--- src/include/rbt_consts.vh ---
`ifndef RBT_CONSTS_VH
`define RBT_CONSTS_VH

// Data path shape
`define RBT_HALF_W    8
`define RBT_HALVES    2
`define RBT_BUS_W     16

// Reset values
`define RBT_DATA_RST  8'h00
`define RBT_OE_RST    8'h00
`define RBT_CTRL_RST  1'h0

`endif

--- src/verilog/rbt_transceiver.v ---
// Functional notes
// - Sixteen-bit path, usable as two independent byte halves or one combined word.
// - A port captured on A-to-B clock rise, B port on B-to-A clock rise.
// - Capture ignores drive-allow and flow-sense; every rising edge stores port level.
// - Drive-allow high drives neither port; registers load independently or hold.
// - Drive-allow low drives one port: flow-sense low drives A, high drives B.
// - A-side select low passes live B input to A outputs.
// - A-side select high drives A outputs from the B-side register.
// - B-side select low passes live A input to B outputs.
// - B-side select high drives B outputs from the A-side register.
// - Within one half, both ports are never driven at the same time.
// - Switching source select gives no decoding glitch at driven outputs.
// - Undriven port still accepts data into either or both registers.
// - Disabled port keeps its input path for capture and stored forwarding.
// - Port direction depends only on drive-allow and flow-sense, never clocks.
`timescale 1ns/1ns
`include "rbt_consts.vh"

module rbt_transceiver (
  // Clock and reset
  input  wire                      ref_clk_in,
  input  wire                      sys_rst_in,
  // Per-half controls
  input  wire [`RBT_HALVES-1:0]    drive_allow_n_in,
  input  wire [`RBT_HALVES-1:0]    flow_sense_in,
  input  wire [`RBT_HALVES-1:0]    a_to_b_capture_clock_in,
  input  wire [`RBT_HALVES-1:0]    b_to_a_capture_clock_in,
  input  wire [`RBT_HALVES-1:0]    a_side_source_select_in,
  input  wire [`RBT_HALVES-1:0]    b_side_source_select_in,
  // A port
  input  wire [`RBT_BUS_W-1:0]     a_port_lines_in,
  output wire [`RBT_BUS_W-1:0]     a_port_lines_out,
  output wire [`RBT_BUS_W-1:0]     a_port_lines_oe_out,
  // B port
  input  wire [`RBT_BUS_W-1:0]     b_port_lines_in,
  output wire [`RBT_BUS_W-1:0]     b_port_lines_out,
  output wire [`RBT_BUS_W-1:0]     b_port_lines_oe_out,
  // Stored contents
  output wire [`RBT_BUS_W-1:0]     a_side_store_out,
  output wire [`RBT_BUS_W-1:0]     b_side_store_out
);

  // Direction modes of one half
  localparam [1:0] MODE_ISOLATE = 2'h0;
  localparam [1:0] MODE_DRIVE_A = 2'h1;
  localparam [1:0] MODE_DRIVE_B = 2'h2;

  genvar h;

  generate
    for (h = 0; h < `RBT_HALVES; h = h + 1) begin : g_half
      // Live port levels and controls of this half
      wire [`RBT_HALF_W-1:0] a_live;
      wire [`RBT_HALF_W-1:0] b_live;
      wire                   allow_n;
      wire                   flow;
      wire                   a_sel;
      wire                   b_sel;
      wire                   a_clk_now;
      wire                   b_clk_now;

      // Capture edge flags
      reg                    a_rise;
      reg                    b_rise;

      // Capture clock history
      reg                    a_clk_prev_ff;
      reg                    b_clk_prev_ff;
      reg                    nxt_a_clk_prev;
      reg                    nxt_b_clk_prev;

      // Storage registers
      reg  [`RBT_HALF_W-1:0] a_store_ff;
      reg  [`RBT_HALF_W-1:0] b_store_ff;
      reg  [`RBT_HALF_W-1:0] nxt_a_store;
      reg  [`RBT_HALF_W-1:0] nxt_b_store;

      // Output registers
      reg  [`RBT_HALF_W-1:0] a_out_ff;
      reg  [`RBT_HALF_W-1:0] b_out_ff;
      reg  [`RBT_HALF_W-1:0] a_oe_ff;
      reg  [`RBT_HALF_W-1:0] b_oe_ff;

      // Direction decode and next outputs
      reg  [1:0]             dir_mode;
      reg                    drive_a;
      reg                    drive_b;
      reg  [`RBT_HALF_W-1:0] nxt_a_out;
      reg  [`RBT_HALF_W-1:0] nxt_b_out;
      reg  [`RBT_HALF_W-1:0] nxt_a_oe;
      reg  [`RBT_HALF_W-1:0] nxt_b_oe;

      // Slices of the shared ports
      assign a_live    = a_port_lines_in[h*`RBT_HALF_W +: `RBT_HALF_W];
      assign b_live    = b_port_lines_in[h*`RBT_HALF_W +: `RBT_HALF_W];
      assign allow_n   = drive_allow_n_in[h];
      assign flow      = flow_sense_in[h];
      assign a_sel     = a_side_source_select_in[h];
      assign b_sel     = b_side_source_select_in[h];
      assign a_clk_now = a_to_b_capture_clock_in[h];
      assign b_clk_now = b_to_a_capture_clock_in[h];

      // A capture clock edge detect
      always @* begin
        if (a_clk_now && !a_clk_prev_ff) begin
          a_rise = 1'h1;
        end else begin
          a_rise = 1'h0;
        end
      end

      // B capture clock edge detect
      always @* begin
        if (b_clk_now && !b_clk_prev_ff) begin
          b_rise = 1'h1;
        end else begin
          b_rise = 1'h0;
        end
      end

      // Capture clock history next values
      always @* begin
        nxt_a_clk_prev = a_clk_now;
      end

      always @* begin
        nxt_b_clk_prev = b_clk_now;
      end

      // A clock history
      always @(posedge ref_clk_in or posedge sys_rst_in) begin
        if (sys_rst_in) begin
          a_clk_prev_ff <= `RBT_CTRL_RST;
        end else begin
          a_clk_prev_ff <= nxt_a_clk_prev;
        end
      end

      // B clock history
      always @(posedge ref_clk_in or posedge sys_rst_in) begin
        if (sys_rst_in) begin
          b_clk_prev_ff <= `RBT_CTRL_RST;
        end else begin
          b_clk_prev_ff <= nxt_b_clk_prev;
        end
      end

      // Store next values, capture ignores drive-allow and flow-sense
      always @* begin
        if (a_rise) begin
          nxt_a_store = a_live;
        end else begin
          nxt_a_store = a_store_ff;
        end
      end

      always @* begin
        if (b_rise) begin
          nxt_b_store = b_live;
        end else begin
          nxt_b_store = b_store_ff;
        end
      end

      // A-side storage, deliberately without reset
      always @(posedge ref_clk_in) begin
        a_store_ff <= nxt_a_store;
      end

      // B-side storage, deliberately without reset
      always @(posedge ref_clk_in) begin
        b_store_ff <= nxt_b_store;
      end

      // Direction from drive-allow and flow-sense only
      always @* begin
        case ({allow_n, flow})
          2'h0: begin
            dir_mode = MODE_DRIVE_A;
          end
          2'h1: begin
            dir_mode = MODE_DRIVE_B;
          end
          2'h2: begin
            dir_mode = MODE_ISOLATE;
          end
          2'h3: begin
            dir_mode = MODE_ISOLATE;
          end
          default: begin
            dir_mode = MODE_ISOLATE;
          end
        endcase
      end

      // At most one port enabled per mode
      always @* begin
        case (dir_mode)
          MODE_DRIVE_A: begin
            drive_a = 1'h1;
            drive_b = 1'h0;
          end
          MODE_DRIVE_B: begin
            drive_a = 1'h0;
            drive_b = 1'h1;
          end
          MODE_ISOLATE: begin
            drive_a = 1'h0;
            drive_b = 1'h0;
          end
          default: begin
            drive_a = 1'h0;
            drive_b = 1'h0;
          end
        endcase
      end

      // A enables fan out to every line of the half
      always @* begin
        if (drive_a) begin
          nxt_a_oe = {`RBT_HALF_W{1'h1}};
        end else begin
          nxt_a_oe = {`RBT_HALF_W{1'h0}};
        end
      end

      // B enables fan out to every line of the half
      always @* begin
        if (drive_b) begin
          nxt_b_oe = {`RBT_HALF_W{1'h1}};
        end else begin
          nxt_b_oe = {`RBT_HALF_W{1'h0}};
        end
      end

      // A outputs from live B or the B-side store
      always @* begin
        if (a_sel) begin
          nxt_a_out = b_store_ff;
        end else begin
          nxt_a_out = b_live;
        end
      end

      // B outputs from live A or the A-side store
      always @* begin
        if (b_sel) begin
          nxt_b_out = a_store_ff;
        end else begin
          nxt_b_out = a_live;
        end
      end

      // Registered outputs, so select changes cannot glitch
      // A drive value
      always @(posedge ref_clk_in or posedge sys_rst_in) begin
        if (sys_rst_in) begin
          a_out_ff <= `RBT_DATA_RST;
        end else begin
          a_out_ff <= nxt_a_out;
        end
      end

      // B drive value
      always @(posedge ref_clk_in or posedge sys_rst_in) begin
        if (sys_rst_in) begin
          b_out_ff <= `RBT_DATA_RST;
        end else begin
          b_out_ff <= nxt_b_out;
        end
      end

      // A enables
      always @(posedge ref_clk_in or posedge sys_rst_in) begin
        if (sys_rst_in) begin
          a_oe_ff <= `RBT_OE_RST;
        end else begin
          a_oe_ff <= nxt_a_oe;
        end
      end

      // B enables
      always @(posedge ref_clk_in or posedge sys_rst_in) begin
        if (sys_rst_in) begin
          b_oe_ff <= `RBT_OE_RST;
        end else begin
          b_oe_ff <= nxt_b_oe;
        end
      end

      // Port views of this half
      assign a_port_lines_out[h*`RBT_HALF_W +: `RBT_HALF_W]    = a_out_ff;
      assign b_port_lines_out[h*`RBT_HALF_W +: `RBT_HALF_W]    = b_out_ff;
      assign a_port_lines_oe_out[h*`RBT_HALF_W +: `RBT_HALF_W] = a_oe_ff;
      assign b_port_lines_oe_out[h*`RBT_HALF_W +: `RBT_HALF_W] = b_oe_ff;

      // Store views of this half
      assign a_side_store_out[h*`RBT_HALF_W +: `RBT_HALF_W]    = a_store_ff;
      assign b_side_store_out[h*`RBT_HALF_W +: `RBT_HALF_W]    = b_store_ff;
    end
  endgenerate

endmodule

--- config.mk ---
export PLATFORM = sky130hd
export DESIGN_NAME = rbt_transceiver
export DESIGN_NICKNAME = d
export VERILOG_FILES = /design/src/verilog/rbt_transceiver.v
export VERILOG_INCLUDE_DIRS = /design/src /design/src/include
export SDC_FILE = /design/constraint.sdc
export NUM_CORES = 1
export LEC_CHECK = 0
export ABC_AREA = 1
export BUFFER_PORTS_ARGS = -buffer_cell sky130_fd_sc_hd__buf_2
export CAP_MARGIN = 20
export CORE_MARGIN = 2
export CORE_UTILIZATION = 40
export CTS_CLUSTER_SIZE = 28
export DETAILED_ROUTE_END_ITERATION = 8
export PLACE_DENSITY = 0.79
export SLEW_MARGIN = 0
export SYNTH_ARGS = -nofsm -noshare
export SYNTH_HDL_FRONTEND = slang
export SYNTH_SLANG_ARGS = --single-unit
--- constraint.sdc ---
create_clock -name ref_clk_in -period 1.2 [get_ports ref_clk_in]
set_input_delay 0 -clock ref_clk_in [delete_from_list [all_inputs] [get_ports ref_clk_in]]
set_output_delay 0 -clock ref_clk_in [all_outputs]
set_load 0.05 [all_outputs]
==> impl_metrics.tcl, run 1 <==
set metrics [dict create \
    synth.top_cell.area_share 0.3779 \
    overflow 0 \
    cp-end-kind "primary output" \
    crit_path_top_delay_cell "dfrtp_1" \
    max_stage_delay_ps 450 \
    synth_most_common_cell "nand2_1" \
    setup_slack_ps 115.4 \
    holdWs_ps 231.5 \
    cts_root_buf "clkbuf_8" \
    synth-async-reset-ratio 0.5556 \
    power_switching_mw 1.764 \
    cap_violations 0 \
    synth.distinct_cells 8 \
    swShare 0.3174 \
    clk_pin_slew_ps 70 \
    grt_pass1_vias 2088 \
    layout-drive-gt1-share 0.4156 \
    htree_levels 3 \
    netlist_area_mm2 0.002649 \
    rows 29 \
    path_buf_inv 1 \
    place_area_mm2 0.003253 \
    final_cell_area_mm2 0.003881 \
    critical_path_arrival_ps 1080 \
    crit_family "flip-flops" \
    finalCriticalPeriod_ps 1085 \
    finalClockSkew_ps 6.569 \
    dp_hpwl_mm 4.046 \
    combPwrFrac 0.219 \
    drt_iter0_markers 48 \
    ys_top_cells_by_area "dfrtp_1 (38%), edfxtp_1 (36%), nand2_1 (14%), buf_4 (7.9%), buf_6 (1.7%)" \
    finalCritPeriodShare 0.9039 \
    seqPwrFrac 0.500 \
    synthTopCellsByCount "nand2_1 (96), dfrtp_1 (40), edfxtp_1 (32)" \
    dieArea_mm2 0.007289 \
    antenna_found_initial 0 \
    gp_congestion 0.7887 \
    clockPowerShare 0.281 \
    die_w_um 85.38 \
    area_growth_pct 46.53 \
    pre_cts_slack_ps 276.7 \
    synth_cells 219 \
    criticalPathCategory "flip-flop to primary output" \
    first_pass_iters 4 \
    num_antenna_cells 0 \
    setup_viol 0 \
    ios 142 \
    yosysSeqAreaShare 0.7407 \
    drt-total-wl_mm 6.014 \
    port_buffers 141 \
    placed_cells 411 \
    path_cells "buf_2" \
    power_density_mw_per_mm2 1432 \
    setup_tns_ps 0 \
    required_ps 1200 \
    final_cell_count_no_fill 474 \
    coreArea_mm2 0.006386 \
    leakage_nw 2.035 \
    synth_warnings 0 \
    drcViolationCount 0 \
    wl_per_cell_um 12.69 \
    synth_edf_count 32 \
    cts_tree "built" \
    clockBufferDepth 2 \
    post-cts-setup-buffers 0 \
    hold_path_class "input pin to async pin" \
    rsz0062_at_grt "false" \
    grt_use_total 0.1725 \
    clk_latency_ps 330 \
    synth_nets 265 \
    fin_nets 438 \
    power.internal_mw 3.793 \
    viasPerCell 4.321 \
    drtAntennaViolNets 0 \
    grt_pass1_wl_mm 9.708 \
    slew_headroom 0.8241 \
    worst_pin_slew_ps 265.7 \
    vias 2048 \
    avgSynthCellArea_um2 12.09 \
    crit_path_start_kind "flip-flop" \
    crit_path_max_fanout 8 \
    die-height_um 85.38 \
    grt_max_degree 41 \
    fmax_ghz 0.9220 \
    synth-seq-cells 72 \
    worst-r2r-setup-slack_ps 270 \
    cts-resized-gates 0 \
    numClockSinks 72 \
    cts_buffers 9 \
    synth_top_area_cell "dfrtp_1" \
    peakVddDrop_uv 812.3 \
    report.final.hold_viol_count 0 \
    status "completed" \
    initial_utilization 0.4148 \
    ys.flop_type "dfrtp_1" \
    report.final.slew_viol_count 0 \
]
[final cells by class]
class / count / area, µm²
Multi-Input combinational cell: 104 / 390.4
Timing Repair Buffer: 194 / 1234
Tap cell: 77 / 96.34
Fill cell: 535 / 2505
Sequential cell: 72 / 1962
Inverter: 11 / 41.29
Clock inverter: 4 / 22.52
Clock buffer: 12 / 135.1
[routing by layer]
layer / GRT usage / routed length, µm / up-vias
met5: 0 / 0 / -
met4: 0.06061 / 51 / 0
met3: 0.05545 / 483 / 8
met2: 0.2940 / 3048 / 89
met1: 0.2057 / 2430 / 954
li1: - / - / 997
[worst paths after layout]
check                      depth (start not counted)                           endpoint                               from
hold / removal                                     4     g_half[0].b_oe_ff[6]$_DFF_PP0_                         sys_rst_in
max in group asynchronous                          4    g_half[1].b_out_ff[1]$_DFF_PP0_                         sys_rst_in
min in group ref_clk_in                            2  g_half[0].a_clk_prev_ff$_DFF_PP0_         a_to_b_capture_clock_in[0]
setup / recovery                                   1             a_port_lines_oe_out[8]     g_half[1].a_oe_ff[6]$_DFF_PP0_
setup reg to reg                                   2  g_half[1].a_store_ff[7]$_DFFE_PP_  g_half[1].a_clk_prev_ff$_DFF_PP0_
hold reg to reg                                    2    g_half[0].a_out_ff[1]$_DFF_PP0_  g_half[0].b_store_ff[1]$_DFFE_PP_
[metrics by stage]
stage	power, mW	util
after detailed placement	3.932	0.5094
after CTS	5.615	0.6078
final	5.556	0.6078
after global routing	5.794	0.6078
after global placement	3.917	0.5094
after floorplan	3.682	-
[power by group through the flow]
stage	Sequential [mW]	Clock (mW)	Combinational, mW
2_1_floorplan	3.29	0	0.395
3_3_place_gp	2.82	0	1.10
3_5_place_dp	2.83	0	1.11
4_1_cts	2.78	1.62	1.22
5_1_grt	2.79	1.72	1.29
6_report	2.78	1.56	1.22
[worst min-delay path: cells and delay by family]
family | cells | cell delay [ps]
buffers and inverters | 4 | 940
[cell usage in the layout, fill, tap and decap left out, drive strengths merged]
cell	count
inv	11
nand2	96
clkinv	3
edfxtp	32
dfrtp	40
clkbuf	12
buf	147
nor2	8
clkinvlp	1
dlygate4sd3	47
[flip-flops by register name (all words and copies together) (netlist names)]
signal	flops
g_half.b_oe_ff	2
g_half.a_store_ff	16
g_half.a_oe_ff	2
g_half.b_out_ff	16
g_half.b_store_ff	16
g_half.a_clk_prev_ff	2
g_half.b_clk_prev_ff	2
g_half.a_out_ff	16
[what timing repair did]
item	4_1_cts	5_1_grt
hold buffers	47	0
setup endpoints to repair	0	0
endpoints found under the hold margin	112	0
[kinds of logic after synthesis]
family,after synthesis,share of synthesized area
buffers and inverters,43,0.1119
and+or+nand+nor,104,0.1474
DFF,72,0.7407
Note: power is estimated with default switching activity, not from simulation.
==> inputs of run 2 (changes only) <==
- BUFFER_PORTS_ARGS: -buffer_cell sky130_fd_sc_hd__buf_2 -> -buffer_cell sky130_fd_sc_hd__clkbuf_2
==> run 2 against run 1 <==
Against the previous run:
- worst setup slack worse by 29 ps
- combinational power about the same
- sequential share of layout area down 0.29 points
- global-route usage down 0.44 points
- non-clock buffer count unchanged
- die area unchanged
- sequential power about the same
- worst hold slack worse by 11 ps
- clock power up 13%
- largest cell class unchanged
- highest routed layer unchanged
==> impl_metrics.tcl, run 2 (synthesis gave the netlist of run 1 again) <==
set metrics [dict create \
    drt-total-wl_mm 5.977 \
    num_antenna_cells 0 \
    crit_path_top_delay_cell "dfrtp_1" \
    dp_hpwl_mm 4.079 \
    grt_max_degree 41 \
    peakVddDrop_uv 856.8 \
    max_stage_delay_ps 460 \
    die-height_um 85.38 \
    critical_path_arrival_ps 1110 \
    wl_met1_mm 2.385 \
    area_growth_pct 47.38 \
    status "completed" \
    fmax_ghz 0.8976 \
    wl_per_cell_um 12.61 \
    ios 142 \
    final_common_cell "clkbuf_2" \
    clk_pin_slew_ps 70 \
    finalCriticalPeriod_ps 1114 \
    combPwrFrac 0.211 \
    gp_congestion 0.7870 \
    drtAntennaViolNets 0 \
    rows 29 \
    final_cell_area_mm2 0.003904 \
    layout_common_cells "clkbuf_2 (141), nand2_1 (96), dlygate4sd3_1 (47)" \
    holdWs_ps 220.7 \
    clk_latency_ps 330 \
    final_cell_count_no_fill 474 \
    wl_met2_mm 2.986 \
    overflow 0 \
    cp-end-kind "primary output" \
    power_density_mw_per_mm2 1476 \
    path_buf_inv 1 \
    worst_pin_slew_ps 293.8 \
    cts_buffers 9 \
    setup_viol 0 \
    drcViolationCount 0 \
    initial_utilization 0.4148 \
    viasPerCell 4.310 \
    antenna_found_initial 0 \
    drt_iter0_markers 55 \
    power.internal_mw 3.997 \
    fin_util 0.6113 \
    place_area_mm2 0.003253 \
    hold_path_class "input pin to async pin" \
    path_cells "clkbuf_2" \
    wl_met3_um 521 \
    cap_violations 0 \
    grt_pass1_vias 2034 \
    fin_nets 438 \
    setup_tns_ps 0 \
    placed_cells 411 \
    slew_headroom 0.8050 \
    swShare 0.3063 \
    seqPwrFrac 0.483 \
    crit_path_start_kind "flip-flop" \
    power_switching_mw 1.765 \
    layout-drive-gt1-share 0.4156 \
    power_mw 5.762 \
    htree_levels 3 \
    report.final.hold_viol_count 0 \
    cts_root_buf "clkbuf_8" \
    grt_use_total 0.1682 \
    port_buffers 141 \
    setup_slack_ps 85.91 \
    pre_cts_slack_ps 275.8 \
    finalClockSkew_ps 7.549 \
    grt_pass1_wl_mm 9.397 \
    rsz0062_at_grt "false" \
    crit_family "flip-flops" \
    fill_cells 509 \
    dieArea_mm2 0.007289 \
    vias 2043 \
    clockPowerShare 0.306 \
    leakage_nw 2.056 \
    top_layer "met4" \
    die_w_um 85.38 \
    crit_path_max_fanout 8 \
    required_ps 1200 \
    finalCritPeriodShare 0.9284 \
    first_pass_iters 4 \
    numClockSinks 72 \
    coreArea_mm2 0.006386 \
    cts_tree "built" \
    criticalPathCategory "flip-flop to primary output" \
    report.final.slew_viol_count 0 \
    clockBufferDepth 2 \
]
## run 2: cell type report
| class | instances | area (µm²) | area share |
|---|---|---|---|
| multi-input cells | 104 | 390.4 | 0.1000 |
| well taps | 77 | 96.34 | 0.02468 |
| clock buffers | 12 | 135.1 | 0.03462 |
| flip-flops and latches | 72 | 1962 | 0.5026 |
| inverters | 11 | 41.29 | 0.01058 |
| repair buffers | 194 | 1234 | 0.3160 |
| clock inverters | 4 | 45.04 | 0.01154 |
## run 2: power groups by stage
stage               clock [mW]  sequential, mW  combinational, mW
detailed placement           0            2.83               1.10
CTS                       1.82            2.78               1.22
global placement             0            2.83               1.09
global route              1.92            2.80               1.28
finish                    1.76            2.78               1.21
floorplan                    0            3.29              0.395
## run 2: final timing paths
check	slack, ps	cells past startpoint	startpoint	endpoint
worst max-delay path	90	1	g_half[1].a_oe_ff[6]$_DFF_PP0_	a_port_lines_oe_out[8]
worst min-delay path	220	4	sys_rst_in	g_half[0].b_oe_ff[6]$_DFF_PP0_
worst max register to register	260	2	g_half[0].a_clk_prev_ff$_DFF_PP0_	g_half[0].a_store_ff[2]$_DFFE_PP_
worst min register to register	480	2	g_half[0].a_store_ff[1]$_DFFE_PP_	g_half[0].b_out_ff[1]$_DFF_PP0_
max in group asynchronous	760	4	sys_rst_in	g_half[1].b_oe_ff[6]$_DFF_PP0_
min in group ref_clk_in	330	2	a_to_b_capture_clock_in[0]	g_half[0].a_clk_prev_ff$_DFF_PP0_
## run 2: per-layer routing
layer,GRT usage,vias to the layer above
met3,0.05447,9
met4,0.06494,0
met2,0.2820,98
li1,-,1007
met5,0,-
met1,0.2018,929
## run 2: worst register-to-register path, cell delays in order, from the launching register on
cell and delay [ps]:
dfrtp_1 370, nor2_1 100, buf_4 180
## run 2: what timing repair did
item                      4_1_cts  5_1_grt
gates resized for setup         0        0
buffers inserted                0        0
hold buffers                   47        0
hold endpoints to repair      112        0
